[config.mk]
export PLATFORM = sky130hd
export DESIGN_NAME = adcc_conversion_control
export DESIGN_NICKNAME = d
export VERILOG_FILES = /design/src/design/adcc_conversion_control.v
export VERILOG_INCLUDE_DIRS = /design/src /design/src/design
export SDC_FILE = /design/constraint.sdc
export NUM_CORES = 1
export LEC_CHECK = 0
export ABC_CLOCK_PERIOD_IN_PS = 3300
export BUFFER_PORTS_ARGS = -buffer_cell sky130_fd_sc_hd__buf_2
export CELL_PAD_IN_SITES_DETAIL_PLACEMENT = 1
export CELL_PAD_IN_SITES_GLOBAL_PLACEMENT = 2
export CORE_MARGIN = 5
export CORE_UTILIZATION = 33
export CTS_CLUSTER_SIZE = 24
export DETAILED_ROUTE_END_ITERATION = 8
export GPL_TIMING_DRIVEN = 0
export PLACE_DENSITY = 0.77
export SYNTH_ARGS = -nofsm -noshare
export SYNTH_HDL_FRONTEND = slang
export SYNTH_SLANG_ARGS = --single-unit
[constraint.sdc]
create_clock -name pclk -period 3.3 [get_ports pclk]
set_input_delay 0.33 -clock pclk [delete_from_list [all_inputs] [get_ports pclk]]
set_output_delay 0.33 -clock pclk [all_outputs]
set_load 0.02 [all_outputs]
[src/design/adcc_consts.vh]
`ifndef ADCC_CONSTS_VH
`define ADCC_CONSTS_VH

// ----------------------------------------------------------------------
// Register byte offsets
// ----------------------------------------------------------------------
`define ADCC_OFS_MUX_SELECT 8'h00
`define ADCC_OFS_CONTROL_A 8'h04
`define ADCC_OFS_CONTROL_B 8'h08
`define ADCC_OFS_RESULT_LOW 8'h0c
`define ADCC_OFS_RESULT_HIGH 8'h10

// ----------------------------------------------------------------------
// Field positions
// ----------------------------------------------------------------------
// mux_select_register
`define ADCC_MUX_CH_LSB 0
`define ADCC_MUX_CH_MSB 5
`define ADCC_MUX_LEFT_ADJUST 7
`define ADCC_MUX_REF_LSB 8
`define ADCC_MUX_REF_MSB 10
// conv_control_a
`define ADCC_CA_PS_LSB 0
`define ADCC_CA_PS_MSB 2
`define ADCC_CA_IRQ_ENABLE 3
`define ADCC_CA_FLAG 4
`define ADCC_CA_AUTO_TRIG 5
`define ADCC_CA_START 6
`define ADCC_CA_ENABLE 7
// conv_control_b
`define ADCC_CB_TRIG_LSB 0
`define ADCC_CB_TRIG_MSB 2
`define ADCC_CB_GAIN_SELECT 7

// ----------------------------------------------------------------------
// Reset values and codes
// ----------------------------------------------------------------------
`define ADCC_RST_CH 6'h00
`define ADCC_RST_REF 3'h0
`define ADCC_RST_PS 3'h0
`define ADCC_RST_TRIG 3'h0
`define ADCC_RST_RESULT 10'h000
`define ADCC_TRIG_SELF 3'h0
`define ADCC_CH_LAST_SINGLE 6'h0a
`define ADCC_CH_TEMP_SENSOR 6'h3f

// ----------------------------------------------------------------------
// Timing in converter clock cycles
// ----------------------------------------------------------------------
`define ADCC_CYC_NORMAL 5'd13
`define ADCC_CYC_FIRST 5'd25
`define ADCC_SAR_STEPS 5'd11

`endif

[src/design/adcc_conversion_control.v]
// Our own choices: the address map and the APB interface to the registers.
`timescale 1ns/1ps
`default_nettype none
`include "adcc_consts.vh"

module adcc_conversion_control (
    // APB slave
    input wire pclk,
    input wire presetn,
    input wire psel,
    input wire penable,
    input wire pwrite,
    input wire [7:0] paddr,
    input wire [31:0] pwdata,
    output reg [31:0] prdata,
    output wire pready,
    output wire pslverr,
    // Trigger sources and interrupt service
    input wire [7:0] trigger_sources,
    input wire irq_ack,
    output wire irq,
    // Analog front end
    input wire comparator_in,
    output wire analog_enable,
    output reg [5:0] channel_select_out,
    output reg [2:0] reference_select_out,
    output reg gain_select_out,
    output wire amp_bypass,
    output wire temp_sensor_en,
    output wire sample_hold,
    output reg [9:0] dac_code
);

    // ------------------------------------------------------------------
    // Functions
    // ------------------------------------------------------------------
    // Last count of the prescaler: divide by 2 for codes 0 and 1, else 2^ps
    function [6:0] adcc_div_last;
        input [2:0] ps;
        begin
            if (ps < 3'd2) begin
                adcc_div_last = 7'd1;
            end else begin
                adcc_div_last = (7'd1 << (ps - 3'd1)) + (7'd1 << (ps - 3'd1)) - 7'd1;
            end
        end
    endfunction

    // Single-ended codes are plain pins or the temperature sensor
    function adcc_single_ended;
        input [5:0] ch;
        begin
            adcc_single_ended = (ch <= `ADCC_CH_LAST_SINGLE) || (ch == `ADCC_CH_TEMP_SENSOR);
        end
    endfunction

    // ------------------------------------------------------------------
    // Software-visible state
    // ------------------------------------------------------------------
    reg [5:0] channel_select_reg;
    reg [2:0] reference_select_reg;
    reg left_adjust_reg;
    reg conv_enable_reg;
    reg auto_trigger_enable_reg;
    reg conversion_complete_flag_reg;
    reg irq_enable_reg;
    reg [2:0] prescale_reg;
    reg [2:0] trigger_select_reg;
    reg gain_select_reg;
    reg [9:0] result_reg;
    reg result_lock_reg;

    // Conversion engine state
    reg start_pending_reg;
    reg busy_reg;
    reg first_conv_reg;
    reg [4:0] cycle_reg;
    reg [3:0] sar_bit_reg;
    reg [6:0] prescale_cnt_reg;
    reg trig_prev_reg;
    reg comp_meta_reg;
    reg comp_sync_reg;

    // ------------------------------------------------------------------
    // APB decode
    // ------------------------------------------------------------------
    wire access = psel && penable;
    wire wr_en = access && pwrite;
    wire rd_en = access && !pwrite;
    wire hit_mux = (paddr == `ADCC_OFS_MUX_SELECT);
    wire hit_ca = (paddr == `ADCC_OFS_CONTROL_A);
    wire hit_cb = (paddr == `ADCC_OFS_CONTROL_B);
    wire hit_lo = (paddr == `ADCC_OFS_RESULT_LOW);
    wire hit_hi = (paddr == `ADCC_OFS_RESULT_HIGH);
    wire mapped = hit_mux || hit_ca || hit_cb || hit_lo || hit_hi;

    // Zero wait states; unmapped addresses answer with an error
    assign pready = 1'b1;
    assign pslverr = psel && penable && !mapped;

    wire wr_ca = wr_en && hit_ca;
    wire start_write = wr_ca && pwdata[`ADCC_CA_START];

    // ------------------------------------------------------------------
    // Converter clock and timing
    // ------------------------------------------------------------------
    wire [4:0] conv_len = first_conv_reg ? `ADCC_CYC_FIRST : `ADCC_CYC_NORMAL;
    wire last_cycle = busy_reg && (cycle_reg == conv_len - 5'd1);
    wire adc_tick = conv_enable_reg && (prescale_cnt_reg == adcc_div_last(prescale_reg));
    wire complete = adc_tick && last_cycle;

    // Trigger source; code 0 restarts on each own completion, whatever the flag holds
    wire trig_level = trigger_sources[trigger_select_reg];
    wire trig_edge = trig_level && !trig_prev_reg;
    wire self_trig = (trigger_select_reg == `ADCC_TRIG_SELF);
    wire auto_start = conv_enable_reg && auto_trigger_enable_reg && !self_trig
                      && trig_edge && !busy_reg && !start_pending_reg;
    wire free_restart = complete && auto_trigger_enable_reg && self_trig;

    // Trigger edge resets prescaler so the start lands at a fixed delay
    always @(posedge pclk or negedge presetn) begin
        if (!presetn) begin
            prescale_cnt_reg <= 7'd0;
        end else if (!conv_enable_reg || auto_start) begin
            prescale_cnt_reg <= 7'd0;
        end else if (adc_tick) begin
            prescale_cnt_reg <= 7'd0;
        end else begin
            prescale_cnt_reg <= prescale_cnt_reg + 7'd1;
        end
    end

    // Previous trigger level, for edge detection
    always @(posedge pclk or negedge presetn) begin
        if (!presetn) begin
            trig_prev_reg <= 1'b0;
        end else begin
            trig_prev_reg <= self_trig ? 1'b0 : trig_level;
        end
    end

    // Comparator crosses from the analog side through two flops
    // Limitation: a trial needs three pclk per tick to be seen in time
    always @(posedge pclk or negedge presetn) begin
        if (!presetn) begin
            comp_meta_reg <= 1'b0;
            comp_sync_reg <= 1'b0;
        end else begin
            comp_meta_reg <= comparator_in;
            comp_sync_reg <= comp_meta_reg;
        end
    end

    // ------------------------------------------------------------------
    // Conversion sequencing
    // ------------------------------------------------------------------
    // Pending start waits for the next converter tick; a start request
    // while busy is already covered by the running conversion.
    always @(posedge pclk or negedge presetn) begin
        if (!presetn) begin
            start_pending_reg <= 1'b0;
            busy_reg <= 1'b0;
            cycle_reg <= 5'd0;
            first_conv_reg <= 1'b1;
        end else if (!conv_enable_reg) begin
            // Disabling aborts and rearms the long first conversion
            start_pending_reg <= 1'b0;
            busy_reg <= 1'b0;
            cycle_reg <= 5'd0;
            first_conv_reg <= 1'b1;
        end else begin
            if ((start_write || auto_start) && !busy_reg) begin
                start_pending_reg <= 1'b1;
            end else if (adc_tick && start_pending_reg) begin
                start_pending_reg <= 1'b0;
            end
            if (adc_tick) begin
                if (complete) begin
                    first_conv_reg <= 1'b0;
                    cycle_reg <= 5'd0;
                    busy_reg <= free_restart;
                end else if (busy_reg) begin
                    cycle_reg <= cycle_reg + 5'd1;
                end else if (start_pending_reg) begin
                    busy_reg <= 1'b1;
                    cycle_reg <= 5'd0;
                end
            end
        end
    end

    // Successive approximation: eleven ticks end the conversion, the first
    // sets the top trial bit and each later one settles a bit.
    wire [4:0] sar_first = conv_len - `ADCC_SAR_STEPS;
    wire sar_active = busy_reg && (cycle_reg >= sar_first);
    assign sample_hold = busy_reg && (cycle_reg < sar_first);

    always @(posedge pclk or negedge presetn) begin
        if (!presetn) begin
            dac_code <= 10'h000;
            sar_bit_reg <= 4'd9;
        end else if (adc_tick && sar_active) begin
            if (cycle_reg == sar_first) begin
                dac_code <= 10'h200;
                sar_bit_reg <= 4'd9;
            end else begin
                // Comparator low means input below trial: drop the bit
                if (!comp_sync_reg) begin
                    dac_code[sar_bit_reg] <= 1'b0;
                end
                if (sar_bit_reg != 4'd0) begin
                    dac_code[sar_bit_reg - 4'd1] <= 1'b1;
                    sar_bit_reg <= sar_bit_reg - 4'd1;
                end
            end
        end
    end

    // Final code includes the last settled bit
    wire [9:0] final_code = comp_sync_reg ? dac_code : (dac_code & 10'h3fe);

    // ------------------------------------------------------------------
    // Result registers and read lock
    // ------------------------------------------------------------------
    wire rd_lo = rd_en && hit_lo;
    wire rd_hi = rd_en && hit_hi;

    always @(posedge pclk or negedge presetn) begin
        if (!presetn) begin
            result_reg <= `ADCC_RST_RESULT;
        end else if (complete && !result_lock_reg) begin
            result_reg <= final_code;
        end
    end

    always @(posedge pclk or negedge presetn) begin
        if (!presetn) begin
            result_lock_reg <= 1'b0;
        end else if (rd_hi) begin
            result_lock_reg <= 1'b0;
        end else if (rd_lo) begin
            result_lock_reg <= 1'b1;
        end
    end

    // ------------------------------------------------------------------
    // Control registers
    // ------------------------------------------------------------------
    always @(posedge pclk or negedge presetn) begin
        if (!presetn) begin
            channel_select_reg <= `ADCC_RST_CH;
            reference_select_reg <= `ADCC_RST_REF;
            left_adjust_reg <= 1'b0;
            conv_enable_reg <= 1'b0;
            auto_trigger_enable_reg <= 1'b0;
            irq_enable_reg <= 1'b0;
            prescale_reg <= `ADCC_RST_PS;
            trigger_select_reg <= `ADCC_RST_TRIG;
            gain_select_reg <= 1'b0;
        end else if (wr_en) begin
            if (hit_mux) begin
                channel_select_reg <= pwdata[`ADCC_MUX_CH_MSB:`ADCC_MUX_CH_LSB];
                reference_select_reg <= pwdata[`ADCC_MUX_REF_MSB:`ADCC_MUX_REF_LSB];
                left_adjust_reg <= pwdata[`ADCC_MUX_LEFT_ADJUST];
            end
            if (hit_ca) begin
                conv_enable_reg <= pwdata[`ADCC_CA_ENABLE];
                auto_trigger_enable_reg <= pwdata[`ADCC_CA_AUTO_TRIG];
                irq_enable_reg <= pwdata[`ADCC_CA_IRQ_ENABLE];
                prescale_reg <= pwdata[`ADCC_CA_PS_MSB:`ADCC_CA_PS_LSB];
            end
            if (hit_cb) begin
                trigger_select_reg <= pwdata[`ADCC_CB_TRIG_MSB:`ADCC_CB_TRIG_LSB];
                gain_select_reg <= pwdata[`ADCC_CB_GAIN_SELECT];
            end
        end
    end

    // Completion flag: a completion in the same cycle as a clear wins
    wire flag_clear = (wr_ca && pwdata[`ADCC_CA_FLAG]) || irq_ack;
    always @(posedge pclk or negedge presetn) begin
        if (!presetn) begin
            conversion_complete_flag_reg <= 1'b0;
        end else if (complete) begin
            conversion_complete_flag_reg <= 1'b1;
        end else if (flag_clear) begin
            conversion_complete_flag_reg <= 1'b0;
        end
    end

    assign irq = conversion_complete_flag_reg && irq_enable_reg;

    // ------------------------------------------------------------------
    // Buffered selections toward the analog side
    // ------------------------------------------------------------------
    // Held through sampling so the input settles; reopened in the final
    // cycle so the next conversion uses the new setting.
    wire sel_update = conv_enable_reg && (!busy_reg || last_cycle) && !start_pending_reg;
    always @(posedge pclk or negedge presetn) begin
        if (!presetn) begin
            channel_select_out <= `ADCC_RST_CH;
            reference_select_out <= `ADCC_RST_REF;
            gain_select_out <= 1'b0;
        end else if (sel_update) begin
            channel_select_out <= channel_select_reg;
            reference_select_out <= reference_select_reg;
            gain_select_out <= gain_select_reg;
        end
    end

    assign analog_enable = conv_enable_reg;
    assign amp_bypass = adcc_single_ended(channel_select_out);
    assign temp_sensor_en = conv_enable_reg
                            && (channel_select_out == `ADCC_CH_TEMP_SENSOR);

    // ------------------------------------------------------------------
    // Read data
    // ------------------------------------------------------------------
    // Alignment is applied on read, so a change of left_adjust shows at once
    wire [7:0] res_high = left_adjust_reg ? result_reg[9:2] : {6'h00, result_reg[9:8]};
    wire [7:0] res_low = left_adjust_reg ? {result_reg[1:0], 6'h00} : result_reg[7:0];

    always @* begin
        prdata = 32'h0000_0000;
        if (hit_mux) begin
            prdata[`ADCC_MUX_CH_MSB:`ADCC_MUX_CH_LSB] = channel_select_reg;
            prdata[`ADCC_MUX_LEFT_ADJUST] = left_adjust_reg;
            prdata[`ADCC_MUX_REF_MSB:`ADCC_MUX_REF_LSB] = reference_select_reg;
        end else if (hit_ca) begin
            prdata[`ADCC_CA_ENABLE] = conv_enable_reg;
            prdata[`ADCC_CA_START] = start_pending_reg || busy_reg;
            prdata[`ADCC_CA_AUTO_TRIG] = auto_trigger_enable_reg;
            prdata[`ADCC_CA_FLAG] = conversion_complete_flag_reg;
            prdata[`ADCC_CA_IRQ_ENABLE] = irq_enable_reg;
            prdata[`ADCC_CA_PS_MSB:`ADCC_CA_PS_LSB] = prescale_reg;
        end else if (hit_cb) begin
            prdata[`ADCC_CB_TRIG_MSB:`ADCC_CB_TRIG_LSB] = trigger_select_reg;
            prdata[`ADCC_CB_GAIN_SELECT] = gain_select_reg;
        end else if (hit_lo) begin
            prdata[7:0] = res_low;
        end else if (hit_hi) begin
            prdata[7:0] = res_high;
        end
    end

endmodule // adcc_conversion_control
`default_nettype wire

Word level (Yosys, flattened, before mapping)
Index checks and enable logic that the tools add are counted.
Word-level totals
  bits of input ports: 55
  word-level logic and storage cells: 171
  output and inout bits: 59
  register bits: 74
Operators by class
  muxes and demuxes: 51
  eq/ne operators: 12
  magnitude comparators: 9
  reduce and logical (&&, ||, !) cells: 62
  shift-type cells: 1
  add/subtract/negate cells: 8
  bitwise operators: 3
Operators by type and width (number)
  two-way mux 10 bit: 5
  two-way mux 8 bit: 5
  logical AND 1 bit: 32
  two-way mux 5 bit: 6
  two-way mux 1 bit: 23
  two-way mux 7 bit: 3
  equality test 8 x 4 -> 1 bit, second input constant: 2
  two-way mux 4 bit: 3
  AND reduction 2 bit: 6
  AND 10 bit: 1
  equality test 5 bit: 2
  logical OR 1 bit: 10
  < comparator 4 x 5 -> 1 bit, second input constant: 2
  inverter 10 bit: 1
  OR 10 bit: 1
  demux 1 bit (select 4 bit): 2
  equality test 8 x 3 -> 1 bit, second input constant: 1
  equality test 8 x 5 -> 1 bit, second input constant: 1
  greater-or-equal comparator 4 x 1 -> 1 bit, second input constant: 2
  zero test 1 bit: 8
  zero test 8 bit: 1
  adder 7 x 1 -> 7 bit, second input constant: 1
  adder 7 bit: 1
  equality test 7 bit: 1
  other kinds (22): 26

Logic depth before layout (Yosys ltp)
  word-level depth: 13
  mapped depth: 11
  mapped depth without buffers: 8

Worst setup path after synthesis
No wires, ideal clock.
  path kind: register -> register
  start point: reg prescale_reg[1]
  end point: reg result_reg[1]
  setup time: 125 ps
  arrival time: 2563 ps
  buffers on the path: 2
  path slack: 612 ps
  period minus slack after synthesis: 2688 ps
  stages on the path, launching flop included: 11
  required time: 3175 ps
  path through: dfrtp_1 > buf_2 > inv_1 > ha_1 > nor4bb_1 > a211o_1 > a221oi_2 > nand4_1 > or4_1 > buf_4 > mux2_4
On the way
  longest elaborated chain between the ends: 9
  elaborated cells between the ends (all ways): 10
  classes of those cells: add/sub (3); order compare (1); eq/ne (1); shift (1); mux (1); reduce/logical (3)
RTL lines
  start, declared: line adcc_conversion_control.v:67  | reg [2:0] prescale_reg;
  start signal, assigned: line adcc_conversion_control.v:257  | prescale_reg <= `ADCC_RST_PS;
  start signal, assigned: line adcc_conversion_control.v:270  | prescale_reg <= pwdata[`ADCC_CA_PS_MSB:`ADCC_CA_PS_LSB];
  subtractor 3 x 1 -> 3 bit: line adcc_conversion_control.v:44  | adcc_div_last = (7'd1 << (ps - 3'd1)) + (7'd1 << (ps - 3'd1)) - 7'd1;
  left shift 1 x 3 -> 7 bit: line adcc_conversion_control.v:44
  adder 7 bit: line adcc_conversion_control.v:44
  subtractor 7 x 1 -> 7 bit: line adcc_conversion_control.v:44
  two-way mux 7 bit *: line adcc_conversion_control.v:41  | if (ps < 3'd2) begin
  equality test 7 bit *: line adcc_conversion_control.v:109  | wire adc_tick = conv_enable_reg && (prescale_cnt_reg == adcc_div_last(prescale_reg));
  logical AND 1 bit *: line adcc_conversion_control.v:109
  logical AND 1 bit *: line adcc_conversion_control.v:110  | wire complete = adc_tick && last_cycle;
  logical AND 1 bit *: line adcc_conversion_control.v:231  | end else if (complete && !result_lock_reg) begin
  end signal, assigned: line adcc_conversion_control.v:230  | result_reg <= `ADCC_RST_RESULT;
  end signal, assigned: line adcc_conversion_control.v:232  | result_reg <= final_code;
  end, declared: line adcc_conversion_control.v:70  | reg [9:0] result_reg;
Mark *: on every way between the ends. The rest lies on a longest branch, timed or not.
A chain may end at the register's enable or synchronous reset.

Final worst setup path
  start point: reg prescale_reg[1]
  end point: reg dac_code[5]
On the way
  longest elaborated chain between the ends: 8
  elaborated cells between the ends (all ways): 9
  classes of those cells: add/sub (3); order compare (1); eq/ne (1); shift (1); mux (1); reduce/logical (2)
RTL lines
  subtractor 3 x 1 -> 3 bit: line adcc_conversion_control.v:44
  left shift 1 x 3 -> 7 bit: line adcc_conversion_control.v:44
  adder 7 bit: line adcc_conversion_control.v:44
  subtractor 7 x 1 -> 7 bit: line adcc_conversion_control.v:44
  two-way mux 7 bit *: line adcc_conversion_control.v:41
  equality test 7 bit *: line adcc_conversion_control.v:109
  logical AND 1 bit *: line adcc_conversion_control.v:109
  logical AND 1 bit *: line adcc_conversion_control.v:202  | end else if (adc_tick && sar_active) begin
  end signal, assigned: line adcc_conversion_control.v:200  | dac_code <= 10'h000;
  end signal, assigned: line adcc_conversion_control.v:204  | dac_code <= 10'h200;
  end signal, assigned by index: line adcc_conversion_control.v:209  | dac_code[sar_bit_reg] <= 1'b0;
  end, declared: line adcc_conversion_control.v:31  | output reg [9:0] dac_code
Marked as above.

==> results.toml <==
[clocking]
clk_latency_ns = 0.34
cts_buffer_depth = 2
cts_setup_buffers = 0
cts-root-buf = "clkbuf_16"
cts_inserted_buffers = 9
cts.sinks = 74
cts_tree = "done"
cts_max_level = 3
clk_pin_slew_ns = 0.06

[sta]
worst_clock_skew_ns = 0.00437
fmax_ghz = 0.334
worst_pin_slew_ns = 0.855
setup_tns_ns = 0
min_period_ns = 2.99
slew_violations = 0
setup-violations-final = 0
slew_headroom_pct = 42.1
rsz0062_at_grt = "no"
fin_crit_sh_pct = 90.7
finalHoldViolations = 0

[setup_path]
cpMostUsedCell = "buf_2"
critPathBufInv = 4
cp_max_fo = 10
crit_required_ns = 3.54
cp_slowest_cell = "dfrtp_1"
critPathKind = "register to register"
arrival_ns = 3.23
cp-end-kind = "register"
crit_path_start_kind = "register"
max_stage_delay_ns = 0.42
worstPathCellList = "buf_2 -> inv_1 -> ha_1 -> nor4bb_1 -> a211o_1 -> a221oi_2 -> nand4_1 -> buf_2 -> or3_4 -> buf_6 -> o41ai_2"
crit_family = "compound AO/OA/AOI/OAI gates"

[placed_design]
hpwl_um = 10200
placed_area_um2 = 5240
port_buffers = 68
gp_congestion = 0.849

[min_path]
holdCritPathClass = "primary input to register"

[detailed_routing]
via_per_inst = 5.23
drt_iter0_drc = 267
postRouteWirelength_um = 13200
drcViolationCount = 0
avgRoutedWirePerCell_um = 18.0
ant_nets = 0
num_vias = 3846
drt-pass1-iter-count = 4

[die]
die-area_um2 = 16300
ios = 114
die_h_um = 128
fp.coreArea_um2 = 13700
std_cell_rows = 43
dieWidth_um = 128
initial_utilization_pct = 33.3

[grt]
grt_util_all_layers_pct = 16.5
grt_pass1_wl_um = 21300
grt_overflow = 0
grt_pass1_vias = 4051
antenna_found_initial = 0
grt_max_degree = 41

[logic_synthesis]
yosys_warnings = 0
synth_edf_count = 0
synth_area_per_cell_um2 = 10.2
ys_ff_latch = 74
ys_seq_area_share_pct = 40.6
synth_flop_cell = "dfrtp_1"
synthArstFlopShare_pct = 100
ys_types = 70
synth_cells = 450
synth_area_um2 = 4570

[run_status]
status = "complete, no violations"

[flow_run]
cap_violations = 0

[cells_and_area]
final_nets = 621
area_delta_synth_final_pct = 21.3
fillCellCount = 1611
drive_gt1_share_pct = 31.8
postLayoutCellArea_um2 = 5550
antennaDiodeCount = 0

[power]
clockPowerShare_pct = 48.5
swShare_pct = 24.6
cellPowerDensity_nw_per_um2 = 372
combPwrFrac_pct = 6.9
p_int_uw = 1550
power_frac_seq_pct = 44.6
leakage_uw = 0.00265
p_sw_uw = 507
irDropWorstVdd_uv = 218
==> synth_stat cells, types with 4 or more instances <==
cell	n	area [um^2]
nor2_1	25	93.8
a31oi_1	9	56.3
a22o_1	4	35.0
a21oi_1	17	85.1
a21o_1	4	30.0
mux2_2	34	383
mux2i_1	5	50.1
xnor2_1	9	78.8
dfrtp_1	71	1780
buf_2	4	20.0
nand4_1	4	25.0
o41ai_1	9	78.8
mux2_4	9	135
a41oi_1	5	43.8
buf_4	32	240
clkbuf_1	17	63.8
nor2b_1	8	50.1
nand2b_1	5	31.3
nor4_1	5	31.3
nand3_1	9	45.0
nor3_1	8	40.0
nand2_1	27	101
o21a_1	5	37.5
ha_1	15	188
or4_1	5	37.5
and3_1	5	31.3
o21ai_0	10	50.1
inv_1	16	60.1
o31ai_1	9	67.6
==> worst paths after layout <==
kind	from	to	slack, ns	cells past startpoint
min in group asynchronous	presetn	reference_select_out[2]	0.49	2
max reg2reg	prescale_reg[1]	dac_code[5]	0.31	11
min reg2reg	comp_meta_reg	comp_sync_reg	0.35	0
max	prescale_reg[1]	dac_code[5]	0.31	11
min	comparator_in	comp_meta_reg	0.09	1
max in group asynchronous	presetn	first_conv_reg	2.17	3
==> through the flow <==
step,utilization (%),std cells,total power (uW),setup slack [ns],hold WS [ns]
after floorplan,-,470,1020,0.612,0.0344
after global placement,38.0,718,1070,0.274,0.345
after detailed placement,38.2,719,1080,0.200,0.322
after CTS,40.4,736,2080,0.178,0.0840
after global routing,40.4,736,2140,0.0850,0.0833
final,40.4,736,2060,0.306,0.0898
==> power groups by stage <==
stage	logic, uW	clock network [uW]	registers (uW)
6_report	143	1000	919
5_1_grt	158	1060	919
4_1_cts	143	1020	919
3_5_place_dp	142	0	936
3_3_place_gp	136	0	935
2_1_floorplan	81.5	0	935
==> what timing repair did <==
item | in CTS | in global routing
endpoints found under the setup margin | 0 | 3
gates resized for setup | 0 | 3
hold buffers | 1 | 0
endpoints found under the hold margin | 32 | 0
==> routing by layer <==
metal  track usage [%]  part of all wire [%]  up-vias
met5                 0                     0        -
met4              6.93                   2.2        0
met3              2.50                   5.1       22
met2              27.4                    48      112
met1              21.5                    45     1901
li1                  -                     -     1811
==> cell families after synthesis <==
group / count (synthesis) / synth area share [%]
buffers and inverters: 72 / 8.81
AO/OA/AOI/OAI: 102 / 16.3
AND/OR/NAND/NOR: 124 / 14.9
XOR/XNOR: 12 / 2.30
adder cells (fa/ha/maj): 15 / 4.10
multiplexers: 49 / 12.9
other: 2 / 0.164
flip-flops: 74 / 40.6
==> area by class of cell <==
cell class / instances / area (um^2) / area share [%]
Multi-Input combinational cell: 324 / 2390 / 43.1
Sequential cell: 74 / 1860 / 33.5
Timing Repair Buffer: 70 / 373 / 6.72
Buffer: 55 / 340 / 6.14
Clock buffer: 10 / 229 / 4.13
Tap cell: 180 / 225 / 4.06
Clock inverter: 6 / 67.6 / 1.22
Inverter: 17 / 63.8 / 1.15
==> cell usage in the layout (no fill, tap or decap), drive strengths merged, types with 4 or more instances in the layout <==
master / synthesis / layout
a21o: 4 / 4
a21oi: 17 / 17
a22o: 4 / 4
a31oi: 9 / 9
a41oi: 5 / 5
and3: 5 / 5
buf: 38 / 107
clkbuf: 17 / 27
clkinv: 1 / 4
conb: 2 / 22
dfrtp: 71 / 71
ha: 15 / 15
inv: 16 / 16
mux2: 43 / 43
mux2i: 5 / 5
nand2: 27 / 27
nand2b: 5 / 5
nand3: 9 / 9
nand4: 4 / 4
nor2: 25 / 25
nor2b: 8 / 8
nor3: 9 / 9
nor4: 5 / 5
o21a: 5 / 5
o21ai: 11 / 11
o31ai: 9 / 9
o41ai: 10 / 10
or4: 5 / 5
xnor2: 9 / 9
No activity file was read; power rests on OpenSTA's default activity.
